`config.mk`:
```
export PLATFORM = sky130hd
export DESIGN_NAME = aoca_core
export DESIGN_NICKNAME = d
export VERILOG_FILES = /design/src/aoca_pkg.sv /design/src/aoca_core.sv
export SDC_FILE = /design/constraint.sdc
export NUM_CORES = 2
export LEC_CHECK = 0
export BUFFER_PORTS_ARGS = -buffer_cell sky130_fd_sc_hd__buf_2
export CORE_ASPECT_RATIO = 1.75
export CORE_UTILIZATION = 29
export CTS_BUF_LIST = sky130_fd_sc_hd__clkbuf_16
export CTS_CLUSTER_SIZE = 8
export DETAILED_ROUTE_END_ITERATION = 8
export GPL_TIMING_DRIVEN = 0
export MAX_ROUTING_LAYER = met4
export PLACE_DENSITY = 0.53
export SKIP_CTS_REPAIR_TIMING = 1
export SYNTH_ARGS = -nofsm -noshare
export SYNTH_HDL_FRONTEND = slang
export SYNTH_SLANG_ARGS = --single-unit
```
`constraint.sdc`:
```
create_clock -name clk_sys -period 13.8 [get_ports clk_sys]
set_clock_uncertainty 0.2 [all_clocks]
set_input_delay 1.38 -clock clk_sys [delete_from_list [all_inputs] [get_ports clk_sys]]
set_output_delay 1.38 -clock clk_sys [all_outputs]
set_load 0.01 [all_outputs]
```
`src/aoca_pkg.sv`:
```
/*
 * Constants, types and timing figures shared by the accelerometer offset
 * cancellation and arming back end.
 * Assumes a 50 MHz system clock; cycle counts derive from that rate.
 */
package aoca_pkg;
  localparam int CLK_HZ = 50_000_000;
  localparam int RAW_BITS = 20;
  localparam int WORD_BITS = 12;
  localparam int WORD_MSB = 15;
  localparam int WORD_LSB = 4;
  localparam logic [20:0] ROUND_ADD = 21'h00008; // half of the dropped low bits
  localparam int SAMPLE_US = 8;
  localparam int HALF_CYC = CLK_HZ / 1_000_000 * SAMPLE_US / 2;
  localparam int DS_PERIOD_US = 256;
  localparam int DS_CYC = CLK_HZ / 1_000_000 * DS_PERIOD_US;
  localparam int PHASE_SAMPLES = 2048;
  localparam logic [14:0] AVG_START1 = 15'h0030; // 48
  localparam logic [14:0] AVG_START2 = 15'h0180; // 384
  localparam logic [14:0] AVG_START3 = 15'h0C00; // 3072
  localparam logic [14:0] AVG_NORMAL = 15'h6000; // 24576
  localparam int ACC_BITS = 28;
  localparam int MON_BLANK_MS = 2100;
  localparam int MON_BLANK_CYC = CLK_HZ / 1000 * MON_BLANK_MS;
  localparam int HOLDOFF_US = 1000;
  localparam int HOLDOFF_CYC = CLK_HZ / 1_000_000 * HOLDOFF_US;
  localparam int STRETCH_UNIT_CYC = 50_000;
  localparam int CNT_BITS = 28;
  localparam int WIN_DEPTH = 8;
  localparam int WIN_SUM_BITS = 15;
  localparam logic [2:0] ARM_MODE_OFF = 3'h0;
  localparam logic [2:0] ARM_MODE_MAVG = 3'h1;
  typedef enum logic [1:0] {AOCA_START1, AOCA_START2, AOCA_START3, AOCA_NORMAL} aoca_phase_t;
endpackage : aoca_pkg

```
`src/aoca_core.sv`:
```
/*
 * Two-axis accelerometer back end: output scaling, 2:1 interpolation, offset
 * cancellation with startup phases, offset monitor, capture of samples on the
 * chip-select rising edge into a two-entry buffer, moving-average arming.
 * Assumes DSP results and SPI request decode arrive on clk_sys; spiCsN is a pin.
 */
`timescale 1ns/100ps
module aoca_core #(
  parameter int DS_CYC = aoca_pkg::DS_CYC,
  parameter int HALF_CYC = aoca_pkg::HALF_CYC,
  parameter int HOLDOFF_CYC = aoca_pkg::HOLDOFF_CYC,
  parameter int MON_BLANK_CYC = aoca_pkg::MON_BLANK_CYC,
  parameter int STRETCH_UNIT_CYC = aoca_pkg::STRETCH_UNIT_CYC,
  parameter int PHASE_SAMPLES = aoca_pkg::PHASE_SAMPLES,
  parameter int BUF_DEPTH = 2,
  parameter int BUF_WIDTH = aoca_pkg::WORD_BITS + 1
) (
  input wire logic clk_sys,
  input wire logic resetn,
  input wire logic dspValid,
  input wire logic [19:0] dspDataX,
  input wire logic [19:0] dspDataY,
  input wire logic selfTestActive,
  input wire logic initComplete,
  input wire logic phaseOverrideEnable,
  input wire logic [1:0] startupPhaseSelect,
  input wire logic offsetWatchEnable,
  input wire logic [11:0] offsetLimitHigh,
  input wire logic [11:0] offsetLimitLow,
  input wire logic offsetCancelDisableNCfg,
  input wire logic spiCsN,
  input wire logic reqAccel,
  input wire logic reqAxisY,
  input wire logic reqCancelDisableN,
  input wire logic [2:0] armingMode,
  input wire logic [1:0] windowSizeX,
  input wire logic [1:0] windowSizeY,
  input wire logic [7:0] armingThresholdPosX,
  input wire logic [7:0] armingThresholdNegX,
  input wire logic [7:0] armingThresholdPosY,
  input wire logic [7:0] armingThresholdNegY,
  input wire logic [1:0] stretchLengthX,
  input wire logic [1:0] stretchLengthY,
  input wire logic deviceError,
  input wire logic respReady,
  output logic captureReady,
  output logic respValid,
  output logic [11:0] respData,
  output logic respAxisY,
  output logic offsetOverRangeX,
  output logic offsetOverRangeY,
  output logic armX,
  output logic armY
);
  localparam int W = aoca_pkg::WORD_BITS;
  localparam int R = aoca_pkg::RAW_BITS;
  localparam int A = aoca_pkg::ACC_BITS;
  localparam int C = aoca_pkg::CNT_BITS;
  localparam int PW = (BUF_DEPTH > 1) ? $clog2(BUF_DEPTH) : 1;
  localparam int INTERP_SPAN = HALF_CYC + 1; // last cycle at which the clipped word may appear

  // clip the top bits and round the low ones into a 12-bit word
  function automatic logic [W-1:0] aoca_scale(input logic [R-1:0] r);
    logic [R:0] w;
    logic ovf;
    w = {r[R-1], r} + aoca_pkg::ROUND_ADD;
    ovf = (w[R:aoca_pkg::WORD_MSB] != {(R + 1 - aoca_pkg::WORD_MSB){w[R]}});
    return ovf ? {w[R], {(W - 1){~w[R]}}} : w[aoca_pkg::WORD_MSB:aoca_pkg::WORD_LSB];
  endfunction : aoca_scale

  // saturate a 13-bit difference back to the word width
  function automatic logic [W-1:0] aoca_sat(input logic [W:0] v);
    return (v[W] != v[W-1]) ? {v[W], {(W - 1){~v[W]}}} : v[W-1:0];
  endfunction : aoca_sat

  // samples averaged in each offset cancellation phase
  function automatic logic [14:0] aoca_avg_n(input aoca_pkg::aoca_phase_t p);
    unique case (p)
      aoca_pkg::AOCA_START1: return aoca_pkg::AVG_START1;
      aoca_pkg::AOCA_START2: return aoca_pkg::AVG_START2;
      aoca_pkg::AOCA_START3: return aoca_pkg::AVG_START3;
      aoca_pkg::AOCA_NORMAL: return aoca_pkg::AVG_NORMAL;
    endcase
  endfunction : aoca_avg_n

  // mean of the newest 2**ws history entries
  function automatic logic [W-1:0] aoca_win_avg(input logic [aoca_pkg::WIN_DEPTH-1:0][W-1:0] h,
                                                input logic [1:0] ws);
    logic signed [aoca_pkg::WIN_SUM_BITS-1:0] s;
    s = '0;
    for (int i = 0; i < aoca_pkg::WIN_DEPTH; i++) begin
      if (i < (1 << ws)) s = s + aoca_pkg::WIN_SUM_BITS'($signed(h[i]));
    end
    return W'(s >>> ws);
  endfunction : aoca_win_avg

  // chip-select pin synchroniser and rising edge
  logic csMeta, csSync, csPrev;
  always_ff @(posedge clk_sys or negedge resetn) begin
    if (!resetn) {csMeta, csSync, csPrev} <= 3'h7;
    else {csMeta, csSync, csPrev} <= {spiCsN, csMeta, csSync};
  end
  wire csRise = csSync && !csPrev;
  wire capEvt = csRise && reqAccel;
  wire ocOn = !offsetCancelDisableNCfg && !reqCancelDisableN;

  // shared timebase: downsample tick, phase, self-test holdoff, monitor blanking
  aoca_pkg::aoca_phase_t phase;
  logic [$clog2(DS_CYC)-1:0] dsCnt;
  logic [$clog2(PHASE_SAMPLES)-1:0] phaseCnt;
  logic [$clog2(HOLDOFF_CYC+1)-1:0] holdCnt;
  logic [$clog2(MON_BLANK_CYC+1)-1:0] blankCnt;
  wire dsTick = (dsCnt == '0);
  wire suspend = selfTestActive || (holdCnt != '0);
  wire forcePhase = !initComplete && phaseOverrideEnable;
  wire phaseEnd = dsTick && !suspend && (phaseCnt == PHASE_SAMPLES - 1);
  wire [14:0] avgN = aoca_avg_n(phase);
  always_ff @(posedge clk_sys or negedge resetn) begin
    if (!resetn) begin
      dsCnt <= '0;
      phase <= aoca_pkg::AOCA_START1;
      phaseCnt <= '0;
      holdCnt <= '0;
      blankCnt <= $bits(blankCnt)'(MON_BLANK_CYC);
    end else begin
      dsCnt <= dsTick ? $bits(dsCnt)'(DS_CYC - 1) : dsCnt - 1'b1;
      if (forcePhase) phase <= aoca_pkg::aoca_phase_t'(startupPhaseSelect);
      else if (phaseEnd && phase != aoca_pkg::AOCA_NORMAL) phase <= aoca_pkg::aoca_phase_t'(phase + 2'h1);
      if (dsTick && !suspend) phaseCnt <= phaseCnt + 1'b1;
      if (selfTestActive) holdCnt <= $bits(holdCnt)'(HOLDOFF_CYC);
      else if (holdCnt != '0) holdCnt <= holdCnt - 1'b1;
      if (blankCnt != '0) blankCnt <= blankCnt - 1'b1;
    end
  end

  logic [W-1:0] interp [2];
  logic [W-1:0] canc [2];
  logic [W-1:0] corr [2];
  logic oor [2];
  logic armOut [2];
  logic [C-1:0] strCnt [2];
  logic evalPend [2];
  logic [2:0] modePrev;
  wire armMavg = (armingMode == aoca_pkg::ARM_MODE_MAVG);
  wire modeChg = (armingMode != modePrev);
  wire [R-1:0] raw [2];
  wire [1:0] winSize [2];
  wire [7:0] thrPos [2];
  wire [7:0] thrNeg [2];
  wire [1:0] strLen [2];
  assign raw[0] = dspDataX;
  assign raw[1] = dspDataY;
  assign winSize[0] = windowSizeX;
  assign winSize[1] = windowSizeY;
  assign thrPos[0] = armingThresholdPosX;
  assign thrPos[1] = armingThresholdPosY;
  assign thrNeg[0] = armingThresholdNegX;
  assign thrNeg[1] = armingThresholdNegY;
  assign strLen[0] = stretchLengthX;
  assign strLen[1] = stretchLengthY;

  always_ff @(posedge clk_sys or negedge resetn) begin
    if (!resetn) modePrev <= aoca_pkg::ARM_MODE_OFF;
    else modePrev <= armingMode;
  end

  genvar g;
  generate
    for (g = 0; g < 2; g++) begin : gAxis
      // scaling and half-sample delayed interpolation
      logic [W-1:0] last, pend;
      wire [W-1:0] scaled = aoca_scale(raw[g]);
      wire [W:0] pairSum = {last[W-1], last} + {scaled[W-1], scaled};
      logic [$clog2(HALF_CYC+1)-1:0] halfCnt;
      always_ff @(posedge clk_sys or negedge resetn) begin
        if (!resetn) begin
          {last, pend, interp[g]} <= '0;
          halfCnt <= '0;
        end else if (dspValid) begin
          last <= scaled;
          pend <= scaled;
          interp[g] <= pairSum[W:1];
          halfCnt <= $bits(halfCnt)'(HALF_CYC);
        end else if (halfCnt != '0) begin
          halfCnt <= halfCnt - 1'b1;
          if (halfCnt == 1) interp[g] <= pend;
        end
      end

      // offset cancellation accumulator and correction steps
      logic signed [A-1:0] acc;
      logic [14:0] accCnt;
      wire [W:0] diff = {interp[g][W-1], interp[g]} - {corr[g][W-1], corr[g]};
      assign canc[g] = aoca_sat(diff);
      wire signed [A-1:0] accNext = acc + A'($signed(canc[g]));
      wire signed [A-1:0] halfN = A'(avgN >> 1);
      wire blockEnd = dsTick && !suspend && (accCnt >= avgN - 15'h0001);
      wire [W-1:0] corrNext = !blockEnd ? corr[g] :
                              (accNext >= halfN) ? corr[g] + 1'b1 :
                              (accNext <= -halfN) ? corr[g] - 1'b1 : corr[g];
      wire overLimit = ($signed(corrNext) > $signed(offsetLimitHigh)) ||
                       ($signed(corrNext) < $signed(offsetLimitLow));
      wire monOff = !offsetWatchEnable || (blankCnt != '0);
      always_ff @(posedge clk_sys or negedge resetn) begin
        if (!resetn) begin
          acc <= '0;
          accCnt <= '0;
          corr[g] <= '0;
          oor[g] <= 1'b0;
        end else begin
          if (dsTick && !suspend) begin
            acc <= blockEnd ? '0 : accNext;
            accCnt <= blockEnd ? '0 : accCnt + 1'b1;
          end
          corr[g] <= corrNext;
          oor[g] <= monOff ? 1'b0 : (blockEnd ? overLimit : oor[g]);
        end
      end

      // moving-average arming with pulse stretch
      logic [aoca_pkg::WIN_DEPTH-1:0][W-1:0] hist;
      logic armCond;
      wire sampleEvt = capEvt && (reqAxisY == g) && armMavg && !deviceError;
      wire [W-1:0] winAvg = aoca_win_avg(hist, winSize[g]);
      wire hitPos = $signed({winAvg[W-1], winAvg}) >= $signed({5'h00, thrPos[g]});
      wire hitNeg = $signed({winAvg[W-1], winAvg}) <= -$signed({5'h00, thrNeg[g]});
      wire condNext = evalPend[g] ? (hitPos || hitNeg) : armCond;
      wire reload = evalPend[g] && (hitPos || hitNeg) && (strLen[g] != 2'h0);
      wire [C-1:0] cntNext = reload ? C'(strLen[g] * STRETCH_UNIT_CYC) :
                             (strCnt[g] != '0) ? strCnt[g] - 1'b1 : strCnt[g];
      wire outNext = armMavg && ((strLen[g] == 2'h0) ? condNext : (cntNext != '0));
      always_ff @(posedge clk_sys or negedge resetn) begin
        if (!resetn) begin
          hist <= '0;
          evalPend[g] <= 1'b0;
          armCond <= 1'b0;
          strCnt[g] <= '0;
          armOut[g] <= 1'b0;
        end else begin
          if (modeChg) hist <= '0;
          else if (sampleEvt) hist <= {hist[aoca_pkg::WIN_DEPTH-2:0], canc[g]};
          evalPend[g] <= sampleEvt && !modeChg;
          armCond <= modeChg ? 1'b0 : condNext;
          strCnt[g] <= cntNext;
          armOut[g] <= outNext;
        end
      end
    end
  endgenerate
  assign offsetOverRangeX = oor[0];
  assign offsetOverRangeY = oor[1];
  assign armX = armOut[0];
  assign armY = armOut[1];

  // two-entry capture buffer between chip-select latch and SPI shifter
  logic [BUF_WIDTH-1:0] mem [BUF_DEPTH];
  logic [PW-1:0] wp, rp;
  logic [PW:0] fill;
  wire full = (fill == (PW + 1)'(BUF_DEPTH));
  wire push = capEvt && !full;
  wire pop = respValid && respReady;
  wire [W-1:0] capWord = ocOn ? canc[reqAxisY] : interp[reqAxisY];
  assign captureReady = !full;
  assign respValid = (fill != '0);
  assign {respAxisY, respData} = mem[rp];
  always_ff @(posedge clk_sys or negedge resetn) begin
    if (!resetn) begin
      wp <= '0;
      rp <= '0;
      fill <= '0;
      for (int i = 0; i < BUF_DEPTH; i++) mem[i] <= '0;
    end else begin
      if (push) mem[wp] <= BUF_WIDTH'({reqAxisY, capWord});
      if (push) wp <= (wp == PW'(BUF_DEPTH - 1)) ? '0 : wp + 1'b1;
      if (pop) rp <= (rp == PW'(BUF_DEPTH - 1)) ? '0 : rp + 1'b1;
      fill <= fill + (PW + 1)'(push) - (PW + 1)'(pop);
    end
  end

  // checks on the guarded behaviour
  chk_corr_frozen: assert property (@(posedge clk_sys) disable iff (!resetn)
    selfTestActive |=> $stable(corr[0])) else $error("correction moved during self test");
  chk_holdoff_after: assert property (@(posedge clk_sys) disable iff (!resetn)
    $fell(selfTestActive) |-> suspend [*8]) else $error("cancellation resumed too soon");
  chk_monitor_gated: assert property (@(posedge clk_sys) disable iff (!resetn)
    !offsetWatchEnable |=> !offsetOverRangeX && !offsetOverRangeY) else $error("monitor ran while disabled");
  chk_monitor_blank: assert property (@(posedge clk_sys) disable iff (!resetn)
    blankCnt != '0 |=> !offsetOverRangeX) else $error("monitor active during blanking");
  chk_scale_clip: assert property (@(posedge clk_sys) disable iff (!resetn)
    dspValid && !raw[0][R-1] && raw[0][R-2] |-> ##[1:INTERP_SPAN] interp[0] == {1'b0, {(W - 1){1'b1}}})
    else $error("over-range result not clipped");
  chk_capture_held: assert property (@(posedge clk_sys) disable iff (!resetn)
    push |=> respValid) else $error("captured sample not offered");
  chk_direct_arm: assert property (@(posedge clk_sys) disable iff (!resetn)
    evalPend[0] && armMavg && stretchLengthX == 2'h0 && !modeChg |=> armX == $past(gAxis[0].condNext))
    else $error("direct arming output wrong");
  chk_stretch_count: assert property (@(posedge clk_sys) disable iff (!resetn)
    strCnt[0] > 1 && !gAxis[0].reload |=> strCnt[0] == $past(strCnt[0]) - 1'b1) else $error("stretch not counting");
  chk_error_freeze: assert property (@(posedge clk_sys) disable iff (!resetn)
    deviceError |=> !evalPend[0] && !evalPend[1]) else $error("arming updated after error");
  cover_capture_full: cover property (@(posedge clk_sys) disable iff (!resetn) capEvt && full);
  cover_arm_stretch: cover property (@(posedge clk_sys) disable iff (!resetn) gAxis[0].reload ##1 armX);
  cover_phase_normal: cover property (@(posedge clk_sys) disable iff (!resetn) phase == aoca_pkg::AOCA_NORMAL);
  cover_over_range: cover property (@(posedge clk_sys) disable iff (!resetn) $rose(offsetOverRangeY));
endmodule : aoca_core

```
==> impl_metrics.tcl <==
set metrics [dict create \
    status "complete, no violations" \
    final_common_cell "nand2_1" \
    crit_start "windowSizeX[1]" \
    slew_headroom 0.122 \
    gp_congestion 0.928 \
    seq_area_frac_synth 0.296 \
    synth_cell_types 98 \
    maxCapViolCount 0 \
    cts.sinks 536 \
    first_global_vias 41500 \
    gr-total-overflow 0 \
    switchingPower_w 0.00217 \
    finalNetCount 6338 \
    finalSetupViolations 0 \
    ir_drop_mv 0.102 \
    path_clk_slew_ns 0.05 \
    fp.dieH_um 525 \
    wl_per_cell_um 19.0 \
    h-tree-depth 3 \
    start_util 0.293 \
    power_frac_comb 0.346 \
    synthArstFlopShare 1.00 \
    p_per_area_nw_per_um2 110 \
    fin_crit_sh 0.944 \
    portBuffers 129 \
    path_class "input port to flip-flop" \
    path_max_fanout 10 \
    clockBufferDepth 3 \
    p_int_w 0.00343 \
    vias_per_cell 5.24 \
    area_delta_synth_final_pct 12.6 \
    crit_path_end_kind "flip-flop" \
    placedCellCount 7636 \
    grt_max_degree 105 \
    antenna_found_initial 8 \
    min_period_ns 13.03 \
    seq_area_um2 13400 \
    grt_usage 0.190 \
    num-fill-cells 16500 \
    drtIter0Drc 2130 \
    cts_made_buffers 78 \
    min-delay-path-class "flip-flop to flip-flop" \
    yosys_warnings 0 \
    r2r_setup_slack_ns 0.83 \
    synth_area_um2 45300 \
    timing.fmax_mhz 76.7 \
    floorplan.rows 191 \
    whs_ns 0.160 \
    syn_inst 5467 \
    synth-edff-count 0 \
    avgSynthCellArea_um2 8.29 \
    switching_share 0.388 \
    dieArea_um2 158000 \
    total_power_w 0.00560 \
    io-pin-count 142 \
    clock_latency_ns 0.70 \
    crit_required_ns 14.21 \
    cts-root-buf "clkbuf_16" \
    leakage_nw 23.5 \
    start_kind "input port" \
    synth_flop_cell "dfrtp_1" \
    cpMaxStageDelayCell "clkbuf_1" \
    dp_hpwl_um 119000 \
    hold_violations 0 \
    r2r-start "gAxis[0].hist[0]" \
    multi_input_area_um2 30200 \
    power_frac_clock 0.324 \
    final_cells 7756 \
    ys_seq_elements 536 \
    drv_slew 0 \
    hold_start "csMeta" \
    wl_um 148000 \
    drive_gt1_frac 0.0704 \
    rsz0062_at_grt "no" \
    crit_arrival_ns 13.44 \
    drc 0 \
    pwr-share-seq 0.330 \
    drt_pass1_iterations 5 \
    dr_total_vias 40600 \
    ant_nets 0 \
    worst_slew_pin_slew_ns 1.31 \
    core_region_area_um2 155000 \
    layout_common_cells "nand2_1 (767), dfrtp_1 (525), a21oi_1 (504)" \
    die_width_um 301 \
    grt_first_pass_wirelength_um 230000 \
    cts_tree "done" \
    slowest_delay_ns 0.51 \
]
kinds of logic after synthesis:
logic type / share of synthesized area
muxes: 0.0307
adders and majority gates: 0.148
AOI/OAI and AO/OA: 0.208
buffers and inverters: 0.0389
and+or+nand+nor: 0.198
other: 0.0000828
DFF: 0.296
xor gates and xnor gates: 0.0799
power by group through the flow:
stage	Sequential [W]	Clock, W	Combinational [W]
4_1_cts	0.00185	0.00188	0.00193
6_report	0.00185	0.00182	0.00193
3_5_place_dp	0.00187	0	0.00192
3_3_place_gp	0.00187	0	0.00188
2_1_floorplan	0.00181	0	0.00128
5_1_grt	0.00186	0.00193	0.00214
layout make-up:
cell class,instances,area share
clock inverters,35,0.00417
inverters,285,0.0210
diodes,4,0.000196
clock buffers,79,0.0388
flip-flops and latches,536,0.263
repair buffers,144,0.0181
well taps,2026,0.0497
multi-input cells,4468,0.591
plain buffers,179,0.0137
sequential cells by signal, indices dropped and copies added (netlist names), 2 cells and up:
| signal | flops |
|---|---|
| gAxis.hist | 192 |
| gAxis.acc | 56 |
| strCnt | 56 |
| gAxis.accCnt | 30 |
| blankCnt | 27 |
| mem | 26 |
| corr | 24 |
| gAxis.pend | 24 |
| interp | 24 |
| gAxis.halfCnt | 16 |
| holdCnt | 16 |
| dsCnt | 14 |
| phaseCnt | 11 |
| modePrev | 3 |
| evalPend | 2 |
| fill | 2 |
| gAxis.armCond | 2 |
| phase | 2 |
path summary, 6_finish.rpt:
path                                     end  cells past startpoint
max in group asynchronous  gAxis[0].hist[76]                      5
max reg2reg                       strCnt[32]                     57
min                                   csSync                      0
min in group asynchronous         holdCnt[6]                      1
min reg2reg                           csSync                      0
max                               strCnt[32]                     53
worst max-delay path, delay by kind of cell:
| family | cells | cell delay, ns |
|---|---|---|
| xor gates and xnor gates | 6 | 1.17 |
| and+or+nand+nor | 8 | 0.94 |
| adders and majority gates | 7 | 2.26 |
| AOI/OAI and AO/OA | 23 | 4.86 |
| muxes | 1 | 0.30 |
| buffers and inverters | 8 | 2.50 |
metrics by stage:
stage                     instance area [um^2]  setup slack, ns  utilization  setup TNS, ns
after global routing                     51000           0.0105        0.329              0
final                                    51000            0.770        0.329              0
after global placement                   48500            -1.22        0.313        -591.89
after detailed placement                 48700            -1.07        0.315         -41.10
after CTS                                50900           -0.367        0.329          -6.24
after floorplan                          45300             1.85            -              0
cells in the mapped netlist, types with 72 or more instances:
cell | number | area [um^2]
o21ai_0 | 289 | 1450
nor2_1 | 417 | 1570
xor2_1 | 150 | 1310
dfrtp_1 | 525 | 13100
clkbuf_1 | 158 | 593
nor3_1 | 152 | 761
nand3_1 | 116 | 581
xnor2_1 | 253 | 2220
a21o_1 | 167 | 1250
inv_1 | 285 | 1070
ha_1 | 503 | 6290
nand2_1 | 767 | 2880
a21oi_1 | 506 | 2530
o21a_1 | 72 | 541
routing by layer:
layer | vias to the layer above | GRT usage | routed length (um)
met1 | 19300 | 0.194 | 55800
met4 | 0 | 0.111 | 9060
met5 | - | - | 0
met2 | 922 | 0.348 | 77500
li1 | 20000 | - | -
met3 | 393 | 0.0193 | 5100
Note: power is estimated with default switching activity, not from simulation.
